[config.mk]
export PLATFORM = sky130hd
export DESIGN_NAME = basic_timer
export DESIGN_NICKNAME = d
export VERILOG_FILES = /design/src/basic_timer_pkg.sv /design/src/basic_timer.sv /design/src/divider_counter.sv
export SDC_FILE = /design/constraint.sdc
export NUM_CORES = 1
export LEC_CHECK = 0
export ABC_AREA = 1
export BUFFER_PORTS_ARGS = -buffer_cell sky130_fd_sc_hd__buf_2
export CAP_MARGIN = 5
export CORE_UTILIZATION = 58
export DETAILED_ROUTE_END_ITERATION = 6
export GPL_TIMING_DRIVEN = 0
export PLACE_DENSITY = 0.76
export SETUP_SLACK_MARGIN = 0.15
export SLEW_MARGIN = 20
export SYNTH_ARGS = -nofsm -noshare
export SYNTH_HDL_FRONTEND = slang
export SYNTH_HIERARCHICAL = 1
export SYNTH_SLANG_ARGS = --single-unit
[constraint.sdc]
create_clock -name mclk -period 6.2 [get_ports mclk]
set_clock_uncertainty 0.05 [all_clocks]
set_input_delay 0.62 -clock mclk [delete_from_list [all_inputs] [get_ports mclk]]
set_output_delay 0.62 -clock mclk [all_outputs]
set_load 0.01 [all_outputs]
[src/basic_timer_pkg.sv]
// ============================================================
// basic timer package
// ============================================================
// register offsets, field positions, reset values and codes
// assumes byte addresses on a six-bit register address port
package basic_timer_pkg;

    localparam int ADDR_W = 6;
    localparam int DATA_W = 32;
    localparam int REG_W = 16;

    // ============================================================
    // register offsets
    // ============================================================
    localparam logic [5:0] OFF_CTRL_PRIMARY = 6'h00;
    localparam logic [5:0] OFF_TRIG_CTRL = 6'h04;
    localparam logic [5:0] OFF_REQ_ENABLE = 6'h0C;
    localparam logic [5:0] OFF_EVT_STATUS = 6'h10;
    localparam logic [5:0] OFF_EVT_GENERATE = 6'h14;
    localparam logic [5:0] OFF_COUNT = 6'h24;
    localparam logic [5:0] OFF_DIVISOR = 6'h28;
    localparam logic [5:0] OFF_RELOAD = 6'h2C;

    // ============================================================
    // field positions
    // ============================================================
    localparam int BIT_COUNT_EN = 0;
    localparam int BIT_UPD_INHIBIT = 1;
    localparam int BIT_UPD_SRC_SEL = 2;
    localparam int BIT_SINGLE_SHOT = 3;
    localparam int BIT_RELOAD_BUF = 7;
    localparam int TRIG_SEL_LSB = 4;
    localparam int TRIG_SEL_MSB = 6;
    localparam int BIT_IRQ_EN = 0;
    localparam int BIT_DMA_EN = 8;
    localparam int BIT_PENDING = 0;
    localparam int BIT_UPD_REQ = 0;

    // ============================================================
    // reset values
    // ============================================================
    localparam logic [15:0] RST_REG16 = 16'h0000;
    localparam logic [2:0] RST_TRIG_SEL = 3'h0;

    // ============================================================
    // trigger output codes
    // ============================================================
    typedef enum logic [2:0] {
        TRIG_RESET = 3'h0,
        TRIG_ENABLE = 3'h1,
        TRIG_UPDATE = 3'h2
    } trig_sel_t;

endpackage : basic_timer_pkg

[src/basic_timer.sv]
// basic 16-bit upcounting timer with register port
// assumes strobes and debug inputs come from logic on mclk
`timescale 1ns/100ps
module basic_timer
    import basic_timer_pkg::*;
(
    // clock and reset
    input wire logic mclk,
    input wire logic rstn,
    input wire logic ce,
    // register port
    input wire logic [ADDR_W-1:0] addr,
    input wire logic [DATA_W-1:0] wdata,
    input wire logic wr,
    input wire logic rd,
    output logic [DATA_W-1:0] rdata,
    // debug and slave controller
    input wire logic debug_halt,
    input wire logic debug_freeze_select,
    input wire logic slave_update,
    // event outputs
    output logic trigger_output,
    output logic update_irq,
    output logic update_dma_req
);

    // ============================================================
    // registers
    // ============================================================
    logic count_enable_bit_r;
    logic update_inhibit_r;
    logic update_source_select_r;
    logic single_shot_r;
    logic reload_buffer_enable_r;
    logic [2:0] trigger_output_select_r;
    logic update_irq_enable_r;
    logic update_dma_enable_r;
    logic update_pending_flag_r;
    logic [REG_W-1:0] count_value_r;
    logic [REG_W-1:0] divisor_value_r;
    logic [REG_W-1:0] reload_value_r;
    logic [REG_W-1:0] divisor_act_r;
    logic [REG_W-1:0] reload_shadow_r;
    logic internal_count_enable_r;
    logic [DATA_W-1:0] rdata_r;
    logic trig_r;
    logic dma_r;

    // ============================================================
    // register decode
    // ============================================================
    wire wr_ctrl = wr && (addr == OFF_CTRL_PRIMARY);
    wire wr_trig = wr && (addr == OFF_TRIG_CTRL);
    wire wr_reqen = wr && (addr == OFF_REQ_ENABLE);
    wire wr_status = wr && (addr == OFF_EVT_STATUS);
    wire wr_gen = wr && (addr == OFF_EVT_GENERATE);
    wire wr_count = wr && (addr == OFF_COUNT);
    wire wr_div = wr && (addr == OFF_DIVISOR);
    wire wr_reload = wr && (addr == OFF_RELOAD);

    function automatic logic [DATA_W-1:0] zext(input logic [REG_W-1:0] v);
        zext = {16'h0000, v};
    endfunction : zext

    // ============================================================
    // event generation
    // ============================================================
    logic update_request;
    logic sw_reinit;
    logic count_tick;
    logic overflow;
    logic update_event;
    logic qualifying;
    logic frozen;
    logic run;
    logic [REG_W-1:0] reload_act;
    logic [REG_W-1:0] count_nxt;

    assign update_request = wr_gen && wdata[BIT_UPD_REQ];
    assign sw_reinit = update_request || slave_update;
    assign frozen = debug_halt && debug_freeze_select;
    // unbuffered reload reaches the comparator at once
    assign reload_act = reload_buffer_enable_r ? reload_shadow_r
                                               : reload_value_r;
    assign run = internal_count_enable_r && !frozen
                 && (reload_act != RST_REG16);
    assign overflow = count_tick && (count_value_r >= reload_act);
    assign update_event = !update_inhibit_r
                          && (overflow || sw_reinit);
    assign qualifying = update_event
                        && (overflow || !update_source_select_r);

    divider_counter u_div (
        .mclk(mclk),
        .rstn(rstn),
        .ce(ce),
        .run(run),
        .clear(sw_reinit),
        .ratio(divisor_act_r),
        .count_tick(count_tick)
    );

    assign count_nxt = sw_reinit ? RST_REG16 :
                       wr_count ? wdata[REG_W-1:0] :
                       overflow ? RST_REG16 :
                       count_tick ? count_value_r + 16'h0001 :
                       count_value_r;

    // ============================================================
    // control registers
    // ============================================================
    always_ff @(posedge mclk or negedge rstn) begin
        if (!rstn) begin
            count_enable_bit_r <= 1'b0;
            update_inhibit_r <= 1'b0;
            update_source_select_r <= 1'b0;
            single_shot_r <= 1'b0;
            reload_buffer_enable_r <= 1'b0;
        end else if (ce) begin
            if (wr_ctrl) begin
                count_enable_bit_r <= wdata[BIT_COUNT_EN];
                update_inhibit_r <= wdata[BIT_UPD_INHIBIT];
                update_source_select_r <= wdata[BIT_UPD_SRC_SEL];
                single_shot_r <= wdata[BIT_SINGLE_SHOT];
                reload_buffer_enable_r <= wdata[BIT_RELOAD_BUF];
            end else if (update_event && single_shot_r) begin
                count_enable_bit_r <= 1'b0;
            end
        end
    end

    always_ff @(posedge mclk or negedge rstn) begin
        if (!rstn) begin
            trigger_output_select_r <= RST_TRIG_SEL;
            update_irq_enable_r <= 1'b0;
            update_dma_enable_r <= 1'b0;
        end else if (ce) begin
            if (wr_trig) begin
                trigger_output_select_r <=
                    wdata[TRIG_SEL_MSB:TRIG_SEL_LSB];
            end
            if (wr_reqen) begin
                update_irq_enable_r <= wdata[BIT_IRQ_EN];
                update_dma_enable_r <= wdata[BIT_DMA_EN];
            end
        end
    end

    // pending flag: a set in the clearing cycle wins
    always_ff @(posedge mclk or negedge rstn) begin
        if (!rstn) begin
            update_pending_flag_r <= 1'b0;
        end else if (ce) begin
            if (qualifying) begin
                update_pending_flag_r <= 1'b1;
            end else if (wr_status && !wdata[BIT_PENDING]) begin
                update_pending_flag_r <= 1'b0;
            end
        end
    end

    // ============================================================
    // time base
    // ============================================================
    always_ff @(posedge mclk or negedge rstn) begin
        if (!rstn) begin
            count_value_r <= RST_REG16;
            internal_count_enable_r <= 1'b0;
        end else if (ce) begin
            count_value_r <= count_nxt;
            internal_count_enable_r <= count_enable_bit_r;
        end
    end

    always_ff @(posedge mclk or negedge rstn) begin
        if (!rstn) begin
            divisor_value_r <= RST_REG16;
            reload_value_r <= RST_REG16;
        end else if (ce) begin
            if (wr_div) begin
                divisor_value_r <= wdata[REG_W-1:0];
            end
            if (wr_reload) begin
                reload_value_r <= wdata[REG_W-1:0];
            end
        end
    end

    always_ff @(posedge mclk or negedge rstn) begin
        if (!rstn) begin
            divisor_act_r <= RST_REG16;
            reload_shadow_r <= RST_REG16;
        end else if (ce) begin
            if (update_event) begin
                divisor_act_r <= divisor_value_r;
                reload_shadow_r <= reload_value_r;
            end else if (!reload_buffer_enable_r) begin
                reload_shadow_r <= reload_value_r;
            end
        end
    end

    // ============================================================
    // outputs
    // ============================================================
    logic trig_nxt;

    always_comb begin
        case (trig_sel_t'(trigger_output_select_r))
            TRIG_RESET: trig_nxt = update_request;
            TRIG_ENABLE: trig_nxt = internal_count_enable_r;
            TRIG_UPDATE: trig_nxt = update_event;
            default: trig_nxt = 1'b0;
        endcase
    end

    always_ff @(posedge mclk or negedge rstn) begin
        if (!rstn) begin
            trig_r <= 1'b0;
            dma_r <= 1'b0;
        end else if (ce) begin
            trig_r <= trig_nxt;
            dma_r <= qualifying && update_dma_enable_r;
        end else begin
            dma_r <= 1'b0;
        end
    end

    assign trigger_output = trig_r;
    assign update_dma_req = dma_r;
    assign update_irq = update_pending_flag_r && update_irq_enable_r;

    // ============================================================
    // read port
    // ============================================================
    logic [DATA_W-1:0] rd_mux;

    always_comb begin
        case (addr)
            OFF_CTRL_PRIMARY: rd_mux = zext({8'h00, reload_buffer_enable_r,
                3'h0, single_shot_r, update_source_select_r,
                update_inhibit_r, count_enable_bit_r});
            OFF_TRIG_CTRL: rd_mux = zext({9'h000,
                trigger_output_select_r, 4'h0});
            OFF_REQ_ENABLE: rd_mux = zext({7'h00, update_dma_enable_r,
                7'h00, update_irq_enable_r});
            OFF_EVT_STATUS: rd_mux = zext({15'h0000,
                update_pending_flag_r});
            OFF_COUNT: rd_mux = zext(count_value_r);
            OFF_DIVISOR: rd_mux = zext(divisor_value_r);
            OFF_RELOAD: rd_mux = zext(reload_value_r);
            default: rd_mux = 32'h00000000;
        endcase
    end

    always_ff @(posedge mclk or negedge rstn) begin
        if (!rstn) begin
            rdata_r <= 32'h00000000;
        end else if (ce) begin
            rdata_r <= rd ? rd_mux : 32'h00000000;
        end
    end

    assign rdata = rdata_r;

    // ============================================================
    // checks
    // ============================================================
    property p_freeze;
        @(posedge mclk) disable iff (!rstn)
        ce && frozen && !sw_reinit && !wr_count
            |=> $stable(count_value_r);
    endproperty
    a_freeze: assert property (p_freeze)
        else $error("counter moved while frozen");

    property p_single_shot;
        @(posedge mclk) disable iff (!rstn)
        ce && update_event && single_shot_r && !wr_ctrl
            |=> !count_enable_bit_r;
    endproperty
    a_single_shot: assert property (p_single_shot)
        else $error("single shot did not stop counting");

    property p_inhibit_keeps;
        @(posedge mclk) disable iff (!rstn)
        ce && update_inhibit_r |=> $stable(divisor_act_r);
    endproperty
    a_inhibit_keeps: assert property (p_inhibit_keeps)
        else $error("active divisor changed while inhibited");

    property p_reinit;
        @(posedge mclk) disable iff (!rstn)
        ce && sw_reinit |=> count_value_r == RST_REG16;
    endproperty
    a_reinit: assert property (p_reinit)
        else $error("counter not cleared by update request");

    property p_enable_delay;
        @(posedge mclk) disable iff (!rstn)
        ce && $rose(count_enable_bit_r) ##0 ce[*1]
            |-> internal_count_enable_r == 1'b0 ##1
                (!ce || internal_count_enable_r);
    endproperty
    a_enable_delay: assert property (p_enable_delay)
        else $error("internal enable not one cycle late");

    property p_flag_set;
        @(posedge mclk) disable iff (!rstn)
        ce && qualifying |=> update_pending_flag_r;
    endproperty
    a_flag_set: assert property (p_flag_set)
        else $error("pending flag not set on update");

    property p_src_select;
        @(posedge mclk) disable iff (!rstn)
        ce && update_source_select_r && !overflow
            && !update_pending_flag_r && !(wr_ctrl) |=>
            !update_pending_flag_r;
    endproperty
    a_src_select: assert property (p_src_select)
        else $error("flag set by non-overflow source");

    property p_zero_reload;
        @(posedge mclk) disable iff (!rstn)
        reload_act == RST_REG16 |-> !count_tick;
    endproperty
    a_zero_reload: assert property (p_zero_reload)
        else $error("counter ticked with zero reload");

    property p_wrap;
        @(posedge mclk) disable iff (!rstn)
        ce && overflow && !sw_reinit && !wr_count
            |=> count_value_r == RST_REG16;
    endproperty
    a_wrap: assert property (p_wrap)
        else $error("counter did not wrap to zero");

    property p_dma;
        @(posedge mclk) disable iff (!rstn)
        update_dma_req |-> $past(qualifying) && $past(update_dma_enable_r);
    endproperty
    a_dma: assert property (p_dma)
        else $error("dma request without qualifying update");

    c_overflow: cover property (@(posedge mclk) overflow);
    c_single_shot: cover property (@(posedge mclk)
        update_event && single_shot_r);
    c_inhibited_reinit: cover property (@(posedge mclk)
        sw_reinit && update_inhibit_r);
    c_frozen: cover property (@(posedge mclk)
        frozen && internal_count_enable_r);

endmodule : basic_timer

[src/divider_counter.sv]
// ============================================================
// prescaler counter
// ============================================================
// divides the functional clock by ratio plus one
// assumes run, clear and ratio come from logic on mclk
`timescale 1ns/100ps
module divider_counter
    import basic_timer_pkg::*;
(
    // clock and reset
    input wire logic mclk,
    input wire logic rstn,
    input wire logic ce,
    // control
    input wire logic run,
    input wire logic clear,
    input wire logic [REG_W-1:0] ratio,
    // tick toward the main counter
    output logic count_tick
);

    logic [REG_W-1:0] div_r;
    logic [REG_W-1:0] div_nxt;
    wire at_end = (div_r >= ratio);

    assign count_tick = run && at_end && !clear;
    assign div_nxt = clear ? RST_REG16 :
                     (run ? (at_end ? RST_REG16 : div_r + 16'h0001)
                          : div_r);

    always_ff @(posedge mclk or negedge rstn) begin
        if (!rstn) begin
            div_r <= RST_REG16;
        end else if (ce) begin
            div_r <= div_nxt;
        end
    end

    // ============================================================
    // checks
    // ============================================================
    property p_div_clear;
        @(posedge mclk) disable iff (!rstn)
        ce && clear |=> div_r == RST_REG16;
    endproperty
    a_div_clear: assert property (p_div_clear)
        else $error("divider not cleared by reinit");

endmodule : divider_counter

==> out/qor.csv, run 1 <==
stage,metric,value,unit
worst_setup_path,R2R setup slack,2740,ps
route,DRT iter0 DRCs,864,
place,Placer Congestion,0.976,
synth,cell accounting for the most synthesized area,dfrtp_1,
sta,Final Cycle Share,55.8,%
place,DP HPWL,17000,µm
sta,RSZ-0062 raised after global routing,no,
synth,Post-Synth Adder-Cell Area,5.58,%
route,Vias/cell,5.74,
sta,Tightest Pin Transition,644,ps
run_status,outcome,"complete, no violations",
die,die area,13600,µm²
route,Routed Antenna Nets,0,
die,num rows,41,
synth,syn_area_per_cell,7.52,µm²
die,initial core utilization,59.9,%
finish,Final Core Density,68.9,%
clock_tree,Sink Count,126,
clock_tree,Root Buffer,clkbuf_16,
clock_tree,cts repair resizes,0,
sta,final hold vios,0,
sta,max_slew headroom,56.6,%
finish,proportion of layout cells with a drive suffix above 1,14.2,%
sta,fmax,289,MHz
synth,post-synthesis mux area share,0,%
worst_setup_path,CP Launch Type,register,
die,core area,12700,µm²
synth,XOR/XNOR Fraction of Synth Area,1.15,%
clock_tree,cts bufs inserted,17,
clock_tree,TritonCTS clock tree,built,
synth,Synth Warn #,6,
route,Vias,7354,
worst_setup_path,Worst path top cell family by delay,simple AND/OR/NAND/NOR gates,
global_route,Total GRT Usage,36.0,%
clock_tree,H-tree levels,4,
route,Post-route DRC,0,
finish,# diodes,0,
global_route,largest net degree at the start of global routing,100,
die,Die X,117,µm
worst_setup_path,Critical Path End Type,register,
place,placed insts,1250,
global_route,GRT overflow,0,
finish,Multi-input gate area,3660,µm²
hold_path,hold_sp,wdata[8],
worst_setup_path,CP Max Fanout,10,
synth,largest family of logic cells by synthesized area,simple AND/OR/NAND/NOR gates,
sta,Max Slew Vio Count,0,
worst_setup_path,Critical Path RT,6440,ps
synth,Synth Area in Compound Gates,13.8,%
power,P per Cell Area,258,nW/µm²
finish,Final nets,1178,
power,Leak,4.38,nW
die,die height,117,µm
synth,library cells used by synthesis,48,
synth,sequential-to-total area share from yosys stat,41.3,%
clock_tree,Worst-Skew Late Latency,430,ps
finish,fin area,8760,µm²
route,DR WL/cell,17.8,µm
synth,synthesized area,7630,µm²
sta,post-route minimum period,3460,ps
finish,synth-to-layout area growth,14.9,%
clock_tree,Longest Clk Path Bufs,2,
global_route,initial antenna violation count,0,
place,Port Buffers,48,
power,Peak supply drop,0.195,mV
route,final wirelength,22800,µm
place,Area after DPL,8180,µm²
worst_setup_path,worst r2r src,reload_buffer_enable_r$_DFFE_PN0P_,
worst_setup_path,CP max-delay cell,nor4_1,
synth,Synth Instances,1014,
die,# IOs,81,
worst_setup_path,Setup CP Type,register to register,
worst_setup_path,critical-path cell list,buf_2 > clkbuf_1 > nand2_1 > o21ai_0 > nand4_1 > nor4_1 > a211oi_1 > nand2_1 > nor2_1 > nand2_2 > nand2_2 > nand2_2 > buf_6 > nand2_1 > nand3_1 > o21ai_1,
global_route,first-pass GRT wire length,36000,µm
sta,# setup viols final,0,
finish,post-route insts no fill,1282,
synth,ranking of synthesized cells by area,"dfrtp_1 (41%), nand2_1 (14%), inv_1 (6.5%)",
clock_tree,Worst-path clk slew,60,ps
flow_run,max cap viols,0,
worst_setup_path,crit path DAT,3700,ps
synth,share of the synthesized area in the top cell type,41.3,%
finish,Register Area,3150,µm²
global_route,vias in the first global route,6773,
worst_setup_path,max incr delay on CP,600,ps
finish,Fillers,1114,
worst_setup_path,crit path launch,reload_buffer_enable_r$_DFFE_PN0P_,
route,first-pass iteration count of the detailed router,5,
sta,setup TNS,0,ps
worst_setup_path,Buf/Inv on CP,3,
synth,simple-gate share of the synthesized area,26.6,%
hold_path,Hold Path Class,input port to register,
synth,Synth Register Bits,126,
## timing repair
| action | in CTS | in global routing |
|---|---|---|
| hold buffers | 1 | 0 |
| endpoints found under the hold margin | 8 | 0 |
| setup buffers | 0 | 0 |
## cells in the mapped netlist (all sizes together)
| cell | number |
|---|---|
| a211oi | 1 |
| a21oi | 24 |
| a31o | 1 |
| a31oi | 7 |
| a32oi | 1 |
| buf | 43 |
| clkbuf | 11 |
| clkinv | 6 |
| conb | 1 |
| dfrtp | 126 |
| ha | 34 |
| inv | 140 |
| nand2 | 295 |
| nand3 | 64 |
| nand4 | 34 |
| nor2 | 46 |
| nor3 | 9 |
| nor4 | 3 |
| o2111ai | 1 |
| o211ai | 2 |
| o21a | 4 |
| o21ai | 126 |
| o21bai | 1 |
| o221ai | 7 |
| o22ai | 15 |
| or2 | 2 |
| xnor2 | 5 |
| xor2 | 5 |
## worst reg2reg max path, cell delays in order (launching register included)
cell and delay [ps]:
dfrtp_1 310, buf_2 160, clkbuf_1 410, nand2_1 100, o21ai_0 220, nand4_1 230, nor4_1 600, a211oi_1 150
nand2_1 110, nor2_1 90, nand2_2 180, nand2_2 110, nand2_2 160, buf_6 170, nand2_1 80, nand3_1 100
o21ai_1 80
## cell families (layout without fill, tap and decap cells)
kind of cell,after synthesis,after routing
AOI/OAI and AO/OA,190,190
xor gates and xnor gates,10,10
adders and majority gates,34,34
buffers and inverters,200,281
DFF,126,126
other,1,16
and+or+nand+nor,453,453
## layer usage
| metal | GRT usage (%) | vias to the layer above | share of wire, % |
|---|---|---|---|
| met4 | 16.3 | 0 | 3.5 |
| met1 | 50.6 | 3435 | 43 |
| met2 | 54.1 | 393 | 44 |
| li1 | - | 3463 | - |
| met5 | 0 | - | 0 |
| met3 | 6.80 | 63 | 9.6 |
## flip-flops by register name (all words and copies together) (netlist names), 3 cells and up
register and flops:
count_value_r 16, divisor_act_r 16, divisor_value_r 16, rdata 16, reload_shadow_r 16, reload_value_r 16
trigger_output_select_r 3, u_div/div_r 16
## cells in the final DEF, fill, tap and decap left out, types with 2 or more instances in the layout
master,count
a31oi_1,7
buf_1,3
o21ai_1,36
o21a_1,4
a21oi_1,22
nor2_4,4
clkinv_1,5
clkbuf_8,2
buf_4,18
buf_6,4
nand2_2,10
dfrtp_1,126
o221ai_1,7
xnor2_1,5
nand3_2,2
xor2_1,5
nor2_2,4
nor2_1,38
nand4_2,2
nand4_1,32
clkinv_2,4
clkbuf_16,17
o21ai_0,89
o22ai_1,15
o211ai_1,2
nand2_1,284
ha_1,34
nor3_1,8
clkbuf_1,13
clkinvlp_4,4
conb_1,16
buf_2,65
inv_2,7
nand3_1,61
inv_1,133
bufinv_16,2
## report_power, final
part / switching (mW) / internal (mW)
clock: 0.373 / 0.609
combinational: 0.249 / 0.117
sequential: 0.0350 / 0.876
## path summary, 6_finish.rpt
path | end | cells past startpoint
worst max-delay path | reload_shadow_r[15]$_DFFE_PN0P_ | 16
worst min-delay path | update_dma_enable_r$_DFFE_PN0P_ | 3
worst max register to register | reload_shadow_r[15]$_DFFE_PN0P_ | 16
worst min register to register | rdata[11]$_DFFE_PN0P_ | 2
max in group asynchronous | rdata[3]$_DFFE_PN0P_ | 3
min in group asynchronous | reload_shadow_r[2]$_DFFE_PN0P_ | 2
## stage by stage
| stage | setup slack (ps) | power (mW) | hold slack, ps |
|---|---|---|---|
| 6_report | 2740 | 2.26 | 408 |
| 5_1_grt | 2750 | 2.35 | 409 |
| 4_1_cts | 2910 | 2.26 | 393 |
| 3_5_place_dp | 2940 | 1.28 | 410 |
| 3_3_place_gp | 2770 | 1.26 | 413 |
| 2_1_floorplan | 3790 | 1.15 | 274 |
## final cells by class
cell class | count | share of cell area, %
sequential | 126 | 36.0
clock inverter | 10 | 1.30
tap | 172 | 2.46
multi-input combinational | 703 | 41.8
inverter | 146 | 6.27
buffer | 54 | 3.69
timing repair buffer | 50 | 3.29
clock buffer | 21 | 5.26
No activity file was read; power rests on OpenSTA's default activity.
==> run 2: changes to the inputs <==
==> constraint.sdc (replaced) <==
create_clock -name mclk -period 3.52 [get_ports mclk]
set_clock_uncertainty 0.05 [all_clocks]
set_input_delay 0.352 -clock mclk [delete_from_list [all_inputs] [get_ports mclk]]
set_output_delay 0.352 -clock mclk [all_outputs]
set_load 0.01 [all_outputs]
==> run 2 against run 1 <==
  * Final area about the same
  * Routed wire length increased by 0.42%
  * Worst hold slack worse by 280 ps
  * Maximum frequency grew 6.4%
  * Register-to-register slack got worse by 2500 ps
  * Utilization about the same
  * Cell count unchanged
  * Non-clock buffer count unchanged
  * Sequential cell count did not move
  * Clock power increased by 75%
  * Power rose by 76%
  * First-iteration DRC count is 0.35% lower
  * Critical endpoint unchanged
  * Highest routed layer unchanged
==> out/qor.csv, run 2 (synthesized netlist as in run 1, its figures left out) <==
stage,metric,value,unit,change
finish,synth-to-layout area growth,14.9,%,about the same
finish,"most common cell after layout, fill and taps aside",nand2_1,,
clock_tree,Sink Count,126,,unchanged
place,DP HPWL,17000,µm,unchanged
route,Met3 Wirelength,2230,µm,+1.8%
worst_setup_path,Critical Path End Type,register,,
worst_setup_path,crit path DAT,3490,ps,-210 ps
power,Peak supply drop,0.342,mV,+75%
worst_setup_path,worst r2r dst,reload_shadow_r[15]$_DFFE_PN0P_,,
clock_tree,Longest Clk Path Bufs,2,,unchanged
route,first-pass iteration count of the detailed router,5,,unchanged
finish,Final nets,1178,,unchanged
die,initial core utilization,59.9,%,unchanged
route,final wirelength,22900,µm,+0.42%
place,Placer Congestion,0.976,,unchanged
sta,RSZ-0062 raised after global routing,no,,
sta,Max Slew Vio Count,0,,unchanged
clock_tree,H-tree levels,4,,unchanged
sta,Final Cycle Share,92.4,%,+37 points
global_route,vias in the first global route,6773,,unchanged
sta,max_slew headroom,56.2,%,-0.44 points
finish,fin area,8770,µm²,about the same
route,Routed Antenna Nets,0,,unchanged
sta,Tightest Pin Transition,657,ps,+12.6 ps
power,P per Cell Area,454,nW/µm²,+76%
clock_tree,TritonCTS clock tree,built,,
run_status,outcome,"complete, no violations",,
worst_setup_path,Critical Path RT,3760,ps,-2680 ps
worst_setup_path,Reg2Reg Depth,15,,-1
worst_setup_path,worst r2r src,reload_buffer_enable_r$_DFFE_PN0P_,,
worst_setup_path,crit path launch,reload_buffer_enable_r$_DFFE_PN0P_,,
clock_tree,Worst-Skew Late Latency,430,ps,about the same
clock_tree,cts bufs inserted,17,,unchanged
sta,Min Hold Slack,132,ps,-276 ps
sta,final hold vios,0,,unchanged
hold_path,Hold Path Class,input port to register,,
worst_setup_path,CP Max Fanout,10,,unchanged
finish,Final Core Density,68.9,%,about the same
die,die area,13600,µm²,unchanged
sta,post-route minimum period,3250,ps,-208 ps
route,Post-route DRC,0,,unchanged
global_route,first-pass GRT wire length,36000,µm,unchanged
global_route,Total GRT Usage,36.0,%,unchanged
finish,proportion of layout cells with a drive suffix above 1,14.3,%,+0.090 points
route,DR WL/cell,17.8,µm,+0.42%
route,met2 wire length,10100,µm,+1.3%
place,Port Buffers,48,,unchanged
die,die height,117,µm,unchanged
route,DR top layer,met4,,
flow_run,max cap viols,0,,unchanged
global_route,largest net degree at the start of global routing,100,,unchanged
sta,setup TNS,0,ps,unchanged
route,Vias,7414,,+0.82%
worst_setup_path,R2R setup slack,270,ps,-2470 ps
route,Vias/cell,5.78,,+0.82%
worst_setup_path,Setup CP Type,register to register,,
die,# IOs,81,,unchanged
die,Die X,117,µm,unchanged
clock_tree,Root Buffer,clkbuf_16,,
finish,Fillers,1111,,-0.27%
sta,fmax,308,MHz,+6.4%
power,Leak,4.38,nW,about the same
finish,"commonest non-fill, non-tap cells in the layout","nand2_1 (284), inv_1 (133), dfrtp_1 (126)",,
global_route,GRT overflow,0,,unchanged
global_route,initial antenna violation count,0,,unchanged
finish,# diodes,0,,unchanged
place,Area after DPL,8180,µm²,unchanged
die,num rows,41,,unchanged
worst_setup_path,CP Launch Type,register,,
route,wl on met1,9770,µm,-0.43%
finish,post-route insts no fill,1282,,unchanged
place,placed insts,1250,,unchanged
die,core area,12700,µm²,unchanged
worst_setup_path,Worst setup endpoint,reload_shadow_r[15]$_DFFE_PN0P_,,
sta,# setup viols final,0,,unchanged
clock_tree,Worst-path clk slew,60,ps,about the same
route,DRT iter0 DRCs,861,,-0.35%
==> run 2: worst max-delay path: stages, from the launching register on <==
cell and delay, ps:
dfrtp_1 310, buf_2 160, buf_1 390, o21ai_0 280, nand4_1 210, nor4_2 90
a211oi_1 290, nand2_1 90, nor2_1 290, nand2_2 220, nand2_2 150, buf_6 160
buf_6 160, nand3_1 90, nand3_1 100, o21ai_1 90
==> run 2: worst min path at each step <==
| stage | cells past startpoint | from | to |
|---|---|---|---|
| 5_1_grt | 3 | wdata[8] | update_dma_enable_r$_DFFE_PN0P_ |
| 4_1_cts | 3 | wdata[8] | update_dma_enable_r$_DFFE_PN0P_ |
| 3_5_place_dp | 1 | rstn | reload_value_r[2]$_DFFE_PN0P_ |
| 2_1_floorplan | 0 | rstn | count_enable_bit_r$_DFFE_PN0P_ |
| 3_3_place_gp | 2 | rdata[1]$_DFFE_PN0P_ | rdata[1]$_DFFE_PN0P_ |
| 6_report | 3 | wdata[8] | update_dma_enable_r$_DFFE_PN0P_ |
==> run 2: area by class of cell <==
cell class / count / area, µm² / share of cell area, %
flip-flops and latches: 126 / 3150 / 36.0
clock inverters: 10 / 114 / 1.30
repair buffers: 50 / 288 / 3.28
inverters: 146 / 549 / 6.27
clock buffers: 21 / 460 / 5.25
well taps: 172 / 215 / 2.46
multi-input cells: 703 / 3660 / 41.8
plain buffers: 54 / 323 / 3.68
==> run 2: per-layer routing <==
| layer | up-vias | track usage, % |
|---|---|---|
| met2 | 414 | 54.1 |
| met5 | - | 0 |
| met4 | 0 | 16.3 |
| li1 | 3459 | - |
| met1 | 3477 | 50.6 |
| met3 | 64 | 6.80 |
==> run 2: per-stage QoR <==
stage / power, mW / worst slack, ps
2_1_floorplan: 2.03 / 1110
3_3_place_gp: 2.23 / 258
3_5_place_dp: 2.25 / 262
4_1_cts: 3.98 / 234
5_1_grt: 4.13 / 155
6_report: 3.98 / 269
==> run 2: where the power goes <==
part	switching, mW	internal (mW)
clock	0.653	1.07
sequential	0.0623	1.54
combinational	0.442	0.207
total	1.16	2.82
==> run 2: repair_timing <==
item	CTS	global route
hold buffers	1	0
resized for setup	0	2
setup endpoints to repair	0	24
buffers inserted	0	0
hold endpoints to repair	27	0
==> run 3: changes to the inputs <==
--- a/config.mk
+++ b/config.mk
@@ -8,6 +8,7 @@
 export ABC_AREA = 1
 export BUFFER_PORTS_ARGS = -buffer_cell sky130_fd_sc_hd__buf_2
 export CAP_MARGIN = 5
+export CORE_MARGIN = 4
 export CORE_UTILIZATION = 58
 export DETAILED_ROUTE_END_ITERATION = 6
 export GPL_TIMING_DRIVEN = 0
==> constraint.sdc (replaced) <==
create_clock -name mclk -period 3.8 [get_ports mclk]
set_clock_uncertainty 0.05 [all_clocks]
set_input_delay 0.38 -clock mclk [delete_from_list [all_inputs] [get_ports mclk]]
set_output_delay 0.38 -clock mclk [all_outputs]
set_load 0.01 [all_outputs]
==> run 3 against run 2 <==
  * Cell count fell by 0.16%
  * Power shrank 7.1%
  * Clock-buffer cell count rose by 1
  * Sequential power down 7%
  * Sequential cell count did not move
  * Via count down 0.57%
  * Worst hold slack better by 9.0 ps
  * Clock power decreased by 6%
  * Combinational power is 8.0% lower
  * Worst setup slack better by 81 ps
  * First-iteration DRC count is 33% higher
  * Largest cell class unchanged
==> out/qor.csv, run 3 (synthesized netlist as in run 1, its figures left out) <==
stage,metric,value,unit,change
run_status,outcome,"complete, no violations",,
clock_tree,Sink Count,126,,unchanged
clock_tree,Worst-Skew Late Latency,430,ps,about the same
finish,Final nets,1178,,unchanged
route,met2 wire length,9880,µm,-2.3%
sta,fmax,290,MHz,-5.8%
die,initial core utilization,59.9,%,unchanged
clock_tree,cts repair resizes,0,,unchanged
finish,Fillers,1125,,+1.3%
power,Clk network pwr share,43.6,%,+0.3 points
route,Vias/cell,5.76,,-0.41%
worst_setup_path,crit path DAT,3670,ps,+180 ps
route,wl on met1,9760,µm,about the same
global_route,initial antenna violation count,0,,unchanged
worst_setup_path,Critical Path RT,4020,ps,+260 ps
sta,Max Slew Vio Count,0,,unchanged
sta,setup TNS,0,ps,unchanged
route,Routed Antenna Nets,0,,unchanged
route,DRT iter0 DRCs,1146,,+33%
finish,synth-to-layout area growth,14.8,%,about the same
place,Placer Congestion,0.996,,+2.0%
die,# IOs,81,,unchanged
power,Leak,4.39,nW,+0.27%
die,die area,15000,µm²,+11%
finish,"commonest non-fill, non-tap cells in the layout","nand2_1 (284), inv_1 (133), dfrtp_1 (126)",,
worst_setup_path,worst r2r src,reload_buffer_enable_r$_DFFE_PN0P_,,
die,core area,12700,µm²,unchanged
route,Post-route DRC,0,,unchanged
worst_setup_path,CP max-delay cell,nor4_1,,
power,Internal Power,2.64,mW,-6.5%
die,num rows,41,,unchanged
worst_setup_path,worst r2r dst,reload_shadow_r[9]$_DFFE_PN0P_,,
route,DR WL/cell,18.0,µm,+0.73%
worst_setup_path,Reg2Reg Depth,16,,+1
worst_setup_path,Worst path top cell family by delay,simple AND/OR/NAND/NOR gates,,
worst_setup_path,R2R setup slack,350,ps,+80 ps
worst_setup_path,Critical Path End Type,register,,
hold_path,cell depth of the worst hold path,3,,unchanged
clock_tree,cts bufs inserted,17,,unchanged
global_route,Total GRT Usage,31.6,%,-4.4 points
finish,proportion of layout cells with a drive suffix above 1,14.2,%,-0.15 points
route,DR top layer,met4,,
worst_setup_path,max incr delay on CP,570,ps,+180 ps
sta,# setup viols final,0,,unchanged
sta,Tightest Pin Transition,666,ps,+8.63 ps
worst_setup_path,Buf/Inv on CP,3,,-1
sta,post-route minimum period,3450,ps,+199 ps
power,Switching Fraction,28.7,%,-0.42 points
sta,Final Cycle Share,90.8,%,-1.6 points
power,Peak supply drop,0.354,mV,+3.6%
clock_tree,Longest Clk Path Bufs,2,,unchanged
flow_run,max cap viols,0,,unchanged
die,die height,123,µm,+5.1%
power,Seq pwr share,40.2,%,about the same
route,Met3 Wirelength,2530,µm,+14%
route,Vias,7372,,-0.57%
power,P per Cell Area,422,nW/µm²,-7.0%
global_route,vias in the first global route,6696,,-1.1%
hold_path,Hold Path Sink,trigger_output_select_r[2]$_DFFE_PN0P_,,
global_route,GRT overflow,0,,unchanged
clock_tree,Root Buffer,clkbuf_16,,
sta,RSZ-0062 raised after global routing,no,,
place,DP HPWL,17100,µm,+0.67%
die,Die X,123,µm,+5.1%
power,sw power,1.06,mW,-8.4%
global_route,largest net degree at the start of global routing,81,,-19%
sta,Min Hold Slack,141,ps,+9.00 ps
power,Logic pwr share,16.1,%,-0.2 points
route,final wirelength,23000,µm,+0.57%
worst_setup_path,CP Max Fanout,10,,unchanged
hold_path,Hold Path Class,input port to register,,
sta,max_slew headroom,55.6,%,-0.58 points
worst_setup_path,critical-path cell list,buf_2 > clkbuf_1 > nand2_1 > o21ai_0 > nand4_1 > nor4_1 > a211oi_1 > nand2_1 > nor2_1 > nand2_2 > nand2_2 > nand2_2 > buf_6 > nand2_1 > nand3_1 > o21ai_0,,
worst_setup_path,CP Launch Type,register,,
clock_tree,H-tree levels,4,,unchanged
clock_tree,TritonCTS clock tree,built,,
route,first-pass iteration count of the detailed router,5,,unchanged
global_route,first-pass GRT wire length,35900,µm,-0.38%
finish,"most common cell after layout, fill and taps aside",nand2_1,,
clock_tree,Worst-path clk slew,60,ps,about the same
finish,# diodes,0,,unchanged
sta,final hold vios,0,,unchanged
worst_setup_path,Setup CP Type,register to register,,
place,Port Buffers,48,,unchanged
hold_path,hold_sp,wdata[6],,
[run 3: cell types whose count changed in the layout (fill, tap and decap cells not counted), sizes merged]
cell,before,now
clkinvlp,4,1
clkbuf,31,33
buf,93,92
clkinv,9,10
inv,141,140
[run 3: routing by layer]
layer	up-vias	GRT usage [%]
met1	3380	45.8
met2	474	45.6
met4	0	12.4
met5	-	0
li1	3454	-
met3	64	7.83
[run 3: final cells by class]
cell class / instances / area [µm²] / area share [%]
multi-input cells: 703 / 3660 / 41.8
flip-flops and latches: 126 / 3150 / 36.0
inverters: 146 / 549 / 6.27
clock buffers: 22 / 484 / 5.53
plain buffers: 54 / 323 / 3.69
repair buffers: 50 / 288 / 3.29
well taps: 172 / 215 / 2.46
clock inverters: 7 / 87.6 / 1.00
[run 3: what timing repair did]
item	in CTS	in global routing
setup buffers	0	0
hold endpoints to repair	46	0
hold buffers	1	0
[run 3: worst register-to-register path: cells and delay by family (launching register included)]
family | cells | cell delay (ps)
AOI/OAI and AO/OA | 3 | 490
buffers and inverters | 3 | 770
DFF | 1 | 310
and+or+nand+nor | 10 | 1700
[run 3: how the worst max path moves through the flow]
| stage | depth (start not counted) | slack (ps) | from | endpoint |
|---|---|---|---|---|
| final | 16 | 350 | reload_buffer_enable_r$_DFFE_PN0P_ | reload_shadow_r[9]$_DFFE_PN0P_ |
| after global routing | 16 | 190 | reload_buffer_enable_r$_DFFE_PN0P_ | reload_shadow_r[13]$_DFFE_PN0P_ |
| after CTS | 15 | 480 | reload_buffer_enable_r$_DFFE_PN0P_ | reload_shadow_r[9]$_DFFE_PN0P_ |
| after detailed placement | 15 | 490 | reload_buffer_enable_r$_DFFE_PN0P_ | reload_shadow_r[9]$_DFFE_PN0P_ |
| after global placement | 15 | 540 | reload_buffer_enable_r$_DFFE_PN0P_ | reload_shadow_r[9]$_DFFE_PN0P_ |
| after floorplan | 20 | 1390 | reload_buffer_enable_r$_DFFE_PN0P_ | reload_shadow_r[14]$_DFFE_PN0P_ |
[run 3: power groups by stage]
stage	clock (mW)	sequential, mW	combinational [mW]
floorplan	0	1.49	0.394
global placement	0	1.50	0.560
detailed placement	0	1.51	0.577
CTS	1.61	1.48	0.588
global route	1.67	1.50	0.664
finish	1.61	1.49	0.597
[run 3: through the flow]
stage	instances	util, %	worst slack (ps)	area (µm²)	power [mW]
6_report	1280	68.8	350	8760	3.70
5_1_grt	1280	68.8	185	8760	3.83
4_1_cts	1280	68.8	478	8760	3.68
3_5_place_dp	1250	64.3	495	8180	2.08
3_3_place_gp	1249	64.0	539	8140	2.06
2_1_floorplan	1029	-	1390	7680	1.88
